--- src/common/ppc_map.vh ---
// What this block does
// - The inverter supply command stays within 2 V to 12 V, set in 0.5 mV steps.
// - The switching frequency command stays within 101 kHz to 115 kHz.
// - The duty cycle command stays within 2 percent to 50 percent.
// - Every ping drives 108 kHz with an inverter supply between 3.5 V and 7.5 V.
// - With no signal strength message inside the ping window, power is removed.
// - Each retried ping uses a higher supply until an acceptable strength value comes or the 7.5 V ping also fails.
// - In transfer a PID update acts on supply voltage, frequency and duty cycle.
// - Supply voltage is adjusted first; frequency moves only once it saturates, and duty only once frequency saturates too.
// - Coil current is taken with a 1 mA step, finer than the 5 mA needed.
// - The voltage loop has unit proportional gain, cap 1500 and -0.5 mV per unit.
// - The frequency loop has unit proportional gain, cap 20000 and 1 Hz per unit.
// - The duty loop has unit proportional gain, cap 20000 and -0.1 percent per unit.
// - Receiver messages are decoded and steer the ping and power control sequence.
`ifndef PPC_MAP_VH
`define PPC_MAP_VH

// ----------------------------------------
// supply command, 0.5 mV per step
// ----------------------------------------
`define PPC_VIN_MIN        15'h0FA0
`define PPC_VIN_MAX        15'h5DC0
`define PPC_PING_VIN_START 15'h1B58
`define PPC_PING_VIN_LAST  15'h3A98
`define PPC_PING_VIN_STEP  15'h03E8

// ----------------------------------------
// frequency in Hz, duty in 0.1 percent
// ----------------------------------------
`define PPC_FREQ_MIN       17'h18A88
`define PPC_FREQ_MAX       17'h1C138
`define PPC_FREQ_PING      17'h1A5E0
`define PPC_DUTY_MIN       9'h014
`define PPC_DUTY_MAX       9'h1F4

// ----------------------------------------
// loop gains, caps and scale signs
// ----------------------------------------
`define PPC_PROPORTIONAL_GAIN 1
`define PPC_INTEGRAL_GAIN     0
`define PPC_DERIVATIVE_GAIN   0
`define PPC_VIN_OUTPUT_CAP    1500
`define PPC_FREQ_OUTPUT_CAP   20000
`define PPC_DUTY_OUTPUT_CAP   20000
`define PPC_VIN_SCALE_NEG     1
`define PPC_FREQ_SCALE_NEG    0
`define PPC_DUTY_SCALE_NEG    1

// ----------------------------------------
// receiver message headers and threshold
// ----------------------------------------
`define PPC_HDR_SIG_STRENGTH 8'h01
`define PPC_HDR_END_POWER    8'h02
`define PPC_HDR_CTRL_ERROR   8'h03
`define PPC_SS_ACCEPT_MIN    8'h20

// ----------------------------------------
// timing
// ----------------------------------------
`define PPC_CLK_KHZ      125000
`define PPC_PING_WIN_MS  65
`define PPC_PING_OFF_MS  20
`define PPC_PING_WIN_CYC (`PPC_PING_WIN_MS * `PPC_CLK_KHZ)
`define PPC_PING_OFF_CYC (`PPC_PING_OFF_MS * `PPC_CLK_KHZ)

`endif

--- src/rtl/ppc_loop_step.v ---
`timescale 1ns/1ns
`include "ppc_map.vh"

// one proportional loop: gain, output cap, scale sign, then range saturation
module ppc_loop_step #(
  parameter W    = 17,
  parameter CAP  = 1500,
  parameter NEG  = 0,
  parameter MINV = 0,
  parameter MAXV = 1
) (
  // loop input
  input  wire signed [24:0]  i_err,
  input  wire        [W-1:0] i_cur,
  // loop result
  output wire        [W-1:0] o_next,
  output wire                o_sat
);

  // integer constants cut to the 28-bit datapath on purpose
  localparam signed [31:0] GAIN_I = `PPC_PROPORTIONAL_GAIN;
  localparam signed [31:0] CAP_I  = CAP;
  localparam signed [31:0] MIN_I  = MINV;
  localparam signed [31:0] MAX_I  = MAXV;
  localparam signed [27:0] GAIN_S = GAIN_I[27:0];
  localparam signed [27:0] CAP_S  = CAP_I[27:0];
  localparam signed [27:0] MIN_S  = MIN_I[27:0];
  localparam signed [27:0] MAX_S  = MAX_I[27:0];

  wire signed [27:0] err_x;
  wire signed [55:0] gain_prod;
  wire signed [27:0] raw;
  wire signed [27:0] pid;
  wire signed [27:0] step;
  wire signed [27:0] sum;

  // integral and derivative gains are zero, so only the proportional term exists
  assign err_x     = {{3{i_err[24]}}, i_err};
  assign gain_prod = err_x * GAIN_S;
  assign raw       = gain_prod[27:0];
  // output cap keeps one packet from slewing the inverter too far
  assign pid  = (raw > CAP_S) ? CAP_S : ((raw < -CAP_S) ? -CAP_S : raw);
  assign step = (NEG != 0) ? -pid : pid;
  assign sum  = $signed({{(28-W){1'b0}}, i_cur}) + step;

  assign o_next = (sum > MAX_S) ? MAX_S[W-1:0] :
                  ((sum < MIN_S) ? MIN_S[W-1:0] : sum[W-1:0]);
  assign o_sat  = (sum > MAX_S) || (sum < MIN_S);

endmodule // ppc_loop_step

--- src/rtl/ppc_ctrl.v ---
`timescale 1ns/1ns
`include "ppc_map.vh"

// transmitter ping sequencing and closed-loop power control
module ppc_ctrl #(
  parameter PING_WIN_CYC = `PPC_PING_WIN_CYC,
  parameter PING_OFF_CYC = `PPC_PING_OFF_CYC
) (
  // clock and reset
  input  wire        i_core_clk,
  input  wire        i_rst_n,
  // system control
  input  wire        i_enable,
  // decoded receiver messages
  input  wire        i_pkt_valid,
  input  wire [7:0]  i_pkt_hdr,
  input  wire [7:0]  i_pkt_data,
  // coil current sense, 1 mA per step
  input  wire [15:0] i_coil_ma,
  // inverter commands
  output reg         o_power_en,
  output reg  [14:0] o_vin_half_mv,
  output reg  [16:0] o_freq_hz,
  output reg  [8:0]  o_duty_pmil,
  // status
  output reg         o_xfer_active,
  output reg         o_ping_fail
);

  // ----------------------------------------
  // states
  // ----------------------------------------
  localparam [3:0] ST_IDLE = 4'h1;
  localparam [3:0] ST_PING = 4'h2;
  localparam [3:0] ST_OFF  = 4'h4;
  localparam [3:0] ST_XFER = 4'h8;

  // counts are cut to the 24-bit timer on purpose; defaults stay below 2^24
  localparam [31:0] WIN_M1   = PING_WIN_CYC - 1;
  localparam [31:0] OFF_M1   = PING_OFF_CYC - 1;
  localparam [23:0] WIN_LAST = WIN_M1[23:0];
  localparam [23:0] OFF_LAST = OFF_M1[23:0];

  reg  [3:0]  state_q;
  reg  [3:0]  state_d;
  reg  [23:0] tmr_q;
  reg  [23:0] tmr_d;
  reg  [14:0] vin_d;
  reg  [16:0] freq_d;
  reg  [8:0]  duty_d;
  reg         fail_d;

  // ----------------------------------------
  // message decode
  // ----------------------------------------
  // header decode
  wire is_ss  = i_pkt_valid && (i_pkt_hdr == `PPC_HDR_SIG_STRENGTH);
  wire is_end = i_pkt_valid && (i_pkt_hdr == `PPC_HDR_END_POWER);
  wire is_ce  = i_pkt_valid && (i_pkt_hdr == `PPC_HDR_CTRL_ERROR);
  wire ss_ok  = is_ss && (i_pkt_data >= `PPC_SS_ACCEPT_MIN);

  // ----------------------------------------
  // loop error from control error value
  // ----------------------------------------
  // current feedback in mA
  // error is the requested fractional change of coil current, ce/128 of it
  wire signed [24:0] ce_prod;
  wire signed [24:0] loop_err;
  assign ce_prod  = $signed(i_pkt_data) * $signed({1'b0, i_coil_ma});
  assign loop_err = ce_prod >>> 7;

  wire [14:0] vin_next;
  wire [16:0] freq_next;
  wire [8:0]  duty_next;
  wire        vin_sat;
  wire        freq_sat;
  wire        duty_sat;

  ppc_loop_step #(
    .W    (15),
    .CAP  (`PPC_VIN_OUTPUT_CAP),
    .NEG  (`PPC_VIN_SCALE_NEG),
    .MINV (`PPC_VIN_MIN),
    .MAXV (`PPC_VIN_MAX)
  ) u_vin_loop (
    .i_err  (loop_err),
    .i_cur  (o_vin_half_mv),
    .o_next (vin_next),
    .o_sat  (vin_sat)
  );

  ppc_loop_step #(
    .W    (17),
    .CAP  (`PPC_FREQ_OUTPUT_CAP),
    .NEG  (`PPC_FREQ_SCALE_NEG),
    .MINV (`PPC_FREQ_MIN),
    .MAXV (`PPC_FREQ_MAX)
  ) u_freq_loop (
    .i_err  (loop_err),
    .i_cur  (o_freq_hz),
    .o_next (freq_next),
    .o_sat  (freq_sat)
  );

  ppc_loop_step #(
    .W    (9),
    .CAP  (`PPC_DUTY_OUTPUT_CAP),
    .NEG  (`PPC_DUTY_SCALE_NEG),
    .MINV (`PPC_DUTY_MIN),
    .MAXV (`PPC_DUTY_MAX)
  ) u_duty_loop (
    .i_err  (loop_err),
    .i_cur  (o_duty_pmil),
    .o_next (duty_next),
    .o_sat  (duty_sat)
  );

  // ----------------------------------------
  // sequencing
  // ----------------------------------------
  // next state and next commands
  always @* begin
    state_d = state_q;
    tmr_d   = tmr_q;
    vin_d   = o_vin_half_mv;
    freq_d  = o_freq_hz;
    duty_d  = o_duty_pmil;
    fail_d  = o_ping_fail;
    case (state_q)
      ST_IDLE: begin
        tmr_d = 24'h000000;
        // a failed sequence keeps its flag until enable is lowered
        if (i_enable && !o_ping_fail) begin
          state_d = ST_PING;
          vin_d   = `PPC_PING_VIN_START;
          freq_d  = `PPC_FREQ_PING;
          duty_d  = `PPC_DUTY_MAX;
          fail_d  = 1'b0;
        end
      end
      ST_PING: begin
        tmr_d = tmr_q + 24'h000001;
        if (!i_enable) begin
          state_d = ST_IDLE;
        end else if (ss_ok) begin
          state_d = ST_XFER;
        end else if (tmr_q == WIN_LAST) begin
          state_d = ST_OFF;
          tmr_d   = 24'h000000;
        end
      end
      ST_OFF: begin
        tmr_d = tmr_q + 24'h000001;
        if (!i_enable) begin
          state_d = ST_IDLE;
        end else if (tmr_q == OFF_LAST) begin
          tmr_d = 24'h000000;
          if (o_vin_half_mv > `PPC_PING_VIN_LAST - `PPC_PING_VIN_STEP) begin
            // ping supply exhausted; stay off until enable is cycled
            state_d = ST_IDLE;
            fail_d  = 1'b1;
          end else begin
            state_d = ST_PING;
            vin_d   = o_vin_half_mv + `PPC_PING_VIN_STEP;
          end
        end
      end
      ST_XFER: begin
        tmr_d = 24'h000000;
        if (!i_enable || is_end) begin
          state_d = ST_IDLE;
        end else if (is_ce) begin
          vin_d = vin_next;
          // voltage first, then frequency, then duty
          if (vin_sat) begin
            freq_d = freq_next;
            if (freq_sat) begin
              duty_d = duty_next;
            end
          end
        end
      end
      default: begin
        state_d = ST_IDLE;
      end
    endcase
  end

  // held in idle after a failed sequence while enabled, so a stuck enable does not re-ping
  wire hold_fail = o_ping_fail && (state_q == ST_IDLE) && i_enable;

  // state and output registers
  always @(posedge i_core_clk or negedge i_rst_n) begin
    if (!i_rst_n) begin
      state_q       <= ST_IDLE;
      tmr_q         <= 24'h000000;
      o_power_en    <= 1'b0;
      o_vin_half_mv <= `PPC_PING_VIN_START;
      o_freq_hz     <= `PPC_FREQ_PING;
      o_duty_pmil   <= `PPC_DUTY_MAX;
      o_xfer_active <= 1'b0;
      o_ping_fail   <= 1'b0;
    end else begin
      // commands only ever take range-checked values
      if (!hold_fail) begin
        state_q       <= state_d;
        tmr_q         <= tmr_d;
        o_vin_half_mv <= vin_d;
        o_freq_hz     <= freq_d;
        o_duty_pmil   <= duty_d;
        o_power_en    <= (state_d == ST_PING) || (state_d == ST_XFER);
        o_xfer_active <= (state_d == ST_XFER);
      end
      if (!i_enable) begin
        o_ping_fail <= 1'b0;
      end else begin
        o_ping_fail <= fail_d;
      end
    end
  end

endmodule // ppc_ctrl

--- config.mk ---
export PLATFORM = sky130hd
export DESIGN_NAME = ppc_ctrl
export DESIGN_NICKNAME = d
export VERILOG_FILES = /design/src/rtl/ppc_loop_step.v /design/src/rtl/ppc_ctrl.v
export VERILOG_INCLUDE_DIRS = /design/src /design/src/common
export SDC_FILE = /design/constraint.sdc
export NUM_CORES = 1
export LEC_CHECK = 0
export BUFFER_PORTS_ARGS = -buffer_cell sky130_fd_sc_hd__buf_2
export CORE_UTILIZATION = 60
export DETAILED_ROUTE_END_ITERATION = 10
export HOLD_SLACK_MARGIN = 0.06
export PLACE_DENSITY = 0.79
export SLEW_MARGIN = 30
export SYNTH_ARGS = -nofsm -noshare
export SYNTH_HDL_FRONTEND = slang
export SYNTH_SLANG_ARGS = --single-unit
--- constraint.sdc ---
create_clock -name i_core_clk -period 5 [get_ports i_core_clk]
set_clock_uncertainty 0.2 [all_clocks]
set_input_delay 0 -clock i_core_clk [delete_from_list [all_inputs] [get_ports i_core_clk]]
set_output_delay 0 -clock i_core_clk [all_outputs]
set_load 0.005 [all_outputs]
==> metrics.csv, run 1 <==
stage;metric;value;unit
outcome;status;did not finish;
outcome;lastStage;global routing;
outcome;toolErrorMsg;[ERROR GRT-0232] Routing congestion too high. Check the congestion heatmap in the GUI.;
clock_network;cts.htree.levels;3;
clock_network;clockBufferDepth;2;
global_route;grt_max_degree;73;
global_route;track_usage;0.817;
placement;dpl.cell_count;2066;
yosys;syn-cell-area;11700;µm²
placement;post-dp-hpwl;29200;µm
yosys;synthDistinctLibCells;93;
placement;port_buffers;79;
clock_network;cts_buffers;9;
yosys;syn_nets;1677;
clock_network;cts_root_buf;clkbuf_16;
yosys;synthCells;1455;
yosys;syn_avg_cell_area;8.02;µm²
yosys;ys_warn_count;0;
die;rows;50;
die;ios;80;
placement;gp_routability_congestion;0.930;
yosys;synth_enable_flop_cells;0;
die;dieWidth;141;µm
yosys;ys.flop_type;dfrtp_1;
yosys;ys_seq_area_frac;0.157;
yosys;async_reset_ff_frac;1.00;
die;die_y;141;µm
die;initial_core_util;0.617;
timing;crit_endpoint;o_vin_half_mv[13]$_DFFE_PN0P_/D;
yosys;synth-seq-cells;72;
global_route;grt_overflow;195;
clock_network;cts.sinks;72;
timing;worst_endpoint_kind;sequential cell input;
[logic make-up after synthesis]
family | count (synthesis) | synth area share
compound gates | 396 | 0.237
xor+xnor | 61 | 0.0464
fa+ha+maj | 186 | 0.255
buf+inv | 205 | 0.0681
flops | 72 | 0.157
mux | 1 | 0.000965
simple gates | 534 | 0.236
[per-layer routing]
layer	global-route usage	overflow
met1	0.802	2
met2	0.983	111
met3	0.663	2
met4	0.877	79
met5	0.281	1
[metrics by stage]
| step | instance area, µm² | setup TNS (ps) | setup WS [ps] | hold slack, ps |
|---|---|---|---|---|
| floorplan | 12200 | -108510 | -2970 | -496 |
| global placement | 15000 | -131940 | -3410 | 52.2 |
| detailed placement | 15000 | -139930 | -3610 | 66.8 |
| CTS | 17000 | -107050 | -2700 | 71.4 |
[synthesized netlist by cell type (17+ instances only)]
| cell type | number | area [µm²] |
|---|---|---|
| o21ai_1 | 17 | 85.1 |
| nand2b_1 | 17 | 106 |
| inv_1 | 157 | 589 |
| a211oi_1 | 20 | 150 |
| xnor2_1 | 28 | 245 |
| a21o_1 | 25 | 188 |
| dfrtp_1 | 50 | 1250 |
| nand2_1 | 118 | 443 |
| clkbuf_1 | 30 | 113 |
| nor4_1 | 17 | 106 |
| a31oi_1 | 26 | 163 |
| and2_1 | 96 | 601 |
| o21ai_0 | 81 | 405 |
| nand3_1 | 34 | 170 |
| a21oi_1 | 73 | 365 |
| nor2_1 | 111 | 417 |
| ha_1 | 100 | 1250 |
| nor3_1 | 41 | 205 |
| fa_1 | 86 | 1720 |
| dfstp_2 | 22 | 578 |
| xor2_1 | 32 | 280 |
| and3_1 | 19 | 119 |
[repair_timing]
item,in CTS
buffers inserted,58
pin swaps,139
resized for setup,264
hold buffers,7
gates cloned,3
endpoints found under the hold margin,57
endpoints found under the setup margin,41
==> inputs of run 2 (changes only) <==
CORE_UTILIZATION = 40   (was 60)
HOLD_SLACK_MARGIN = unset   (was 0.06)
PLACE_DENSITY = unset   (was 0.79)
PLACE_DENSITY_LB_ADDON = 0.15   (was unset)
==> metrics.csv, run 2 <==
stage;metric;value;unit
outcome;status;finished, violations left;
outcome;violations;setup timing;
die;die_area;29900;µm²
die;ios;80;
cells_and_area;multi_input_area;10600;µm²
critical_path;worstSetupEndpointType;register;
timing;setup_violations;41;
timing;setup_ws;-2740;ps
critical_path;cp-start-kind;input port;
drt;ant_nets;0;
die;rows;62;
yosys;ys_seq_area_frac;0.157;
die;die_y;173;µm
critical_path;crit_type;input port to register;
yosys;ys.flop_type;dfrtp_1;
critical_path;startpoint;i_pkt_data[1];
yosys;yosysTopAreaCellShare;0.148;
yosys;syn_nets;1677;
drt;vias_per_cell;5.36;
cells_and_area;num_antenna_cells;0;
drt;drc_errors;0;
drt;wl_per_cell;16.3;µm
yosys;syn_avg_cell_area;8.02;µm²
yosys;synthCells;1455;
cells_and_area;regArea;1830;µm²
placement;post-dp-hpwl;28600;µm
yosys;ys_warn_count;0;
placement;gp_routability_congestion;0.903;
clock_network;cts_buffers;9;
clock_network;clk_pin_slew_worst_paths;60;ps
timing;rsz0062_at_grt;true;
drt;wl;37600;µm
critical_path;crit_arrival;7770;ps
yosys;yosys-top-cells-count;inv_1 (157), nand2_1 (118), nor2_1 (111), ha_1 (100), and2_1 (96);
timing;holdWs;28.0;ps
timing;post-route-period-util;1.55;
critical_path;slowest_stage;fa_1;
timing;final_hold_viol_count;0;
timing;worstMarginPinSlew;942;ps
cells_and_area;final_cell_mix;buf_4 (383), inv_1 (138), nor2_1 (99), nand2_1 (98);
critical_path;crit_top_cell;fa_1;
drt;dr.pass1.iters;5;
yosys;syn-cell-area;11700;µm²
cells_and_area;drive_gt1_frac;0.420;
timing;max_freq;129;MHz
global_route;grt_overflow;0;
drt;num_vias;12355;
cells_and_area;areaGrowthSynthToFinish;51.3;%
global_route;antenna_found_initial;0;
placement;port_buffers;79;
global_route;grt_pass1_vias;12565;
timing;fin_crit;7740;ps
clock_network;cts_tree;yes;
timing;worst_slew_margin_rel;0.366;
cells_and_area;layout.nets;2137;
global_route;track_usage;0.248;
cells_and_area;n_fill_cell;2485;
yosys;synthDistinctLibCells;93;
die;core_region_area;28700;µm²
flow_run;drv_cap;0;
critical_path;reg2reg_from;o_vin_half_mv[0];
cells_and_area;largest_register_ff_count;24;
clock_network;cts.sinks;72;
yosys;synth-seq-cells;72;
global_route;grt_max_degree;73;
yosys;synth_enable_flop_cells;0;
die;dieWidth;173;µm
yosys;yosys-top-cells-area;fa_1 (15%), dfrtp_1 (11%), ha_1 (11%);
min_path;hold_class;input port to asynchronous set/reset pin;
timing;final-max-slew-violation-count;0;
clock_network;clock_latency;350;ps
yosys;async_reset_ff_frac;1.00;
critical_path;cp_max_fo;7;
cells_and_area;reg_top3;tmr_q (24), o_freq_hz (17), o_vin_half_mv (15);
cells_and_area;largest_register;tmr_q;
critical_path;r2r_cells;16;
die;initial_core_util;0.406;
clock_network;clockBufferDepth;2;
drt;drtIter0Drc;685;
yosys;synth_top_cell_by_area;fa_1;
critical_path;required;5030;ps
yosys;synth.most_common_cell;inv_1;
cells_and_area;final_common_cell;buf_4;
critical_path;cp_slowest_stage_delay;540;ps
global_route;grt_pass1_wl;61300;µm
clock_network;cts.htree.levels;3;
clock_network;cts_root_buf;clkbuf_16;
-- run 2: cell counts after synthesis --
Identical to the previous run, type by type.
-- run 2: kinds of logic (layout without fill, tap and decap cells) --
kind of cell	after synthesis	in the layout	synth area share
xor+xnor	61	61	0.0464
fa+ha+maj	186	186	0.255
flops	72	72	0.157
compound gates	396	396	0.237
buf+inv	205	670	0.0681
simple gates	534	534	0.236
mux	1	1	0.000965
-- run 2: worst paths after layout --
| check | end | slack [ps] |
|---|---|---|
| setup / recovery | o_duty_pmil[0] | -2740 |
| hold / removal | o_freq_hz[1] | 30 |
| setup reg to reg | o_duty_pmil[0] | 1090 |
| hold reg to reg | o_power_en | 290 |
| max in group asynchronous | o_power_en | 4100 |
| min in group i_core_clk | state_q[3] | 90 |
-- run 2: worst max-delay path, delay by kind of cell --
kind | cells | cell delay (ps)
AOI/OAI and AO/OA | 12 | 2770
xor gates and xnor gates | 2 | 170
adders and majority gates | 6 | 2520
buffers and inverters | 9 | 900
and+or+nand+nor | 7 | 1380
-- run 2: layout make-up --
class	instances	area share
clock buffer	10	0.0130
clock inverter	6	0.00248
inverter	158	0.0340
multi-input combinational	1178	0.601
sequential	72	0.104
tap	384	0.0272
timing repair buffer	495	0.218
timing repair inverter	1	0.000496
-- run 2: layer usage --
metal	routed length, µm	GRT usage	vias to the layer above
met5	0	0	-
met4	1140	0.0804	0
met1	16400	0.309	5937
met2	19000	0.449	252
li1	-	-	6092
met3	1030	0.0211	74
-- run 2: what timing repair did --
| action | 4_1_cts | 5_1_grt |
|---|---|---|
| setup endpoints to repair | 41 | 41 |
| pin swaps | 123 | 68 |
| gates resized for setup | 224 | 106 |
| buffers inserted | 48 | 31 |
| hold buffers | 7 | 0 |
| cloned | 3 | 0 |
| endpoints found under the hold margin | 55 | 0 |
-- run 2: metrics by stage --
stage,setup slack (ps),util,TNS (ps),area [µm²],std cells
2_1_floorplan,-2970,-,-108510,12200,1455
3_3_place_gp,-3760,0.530,-139920,15200,2204
3_5_place_dp,-3850,0.530,-141160,15200,2204
4_1_cts,-2640,0.590,-102430,16900,2275
5_1_grt,-3070,0.615,-120490,17700,2304
6_report,-2740,0.615,-107320,17700,2304
Power of run 2 is not shown: default switching activity piles up to over one toggle a cycle in this logic, so the estimate is an artifact.
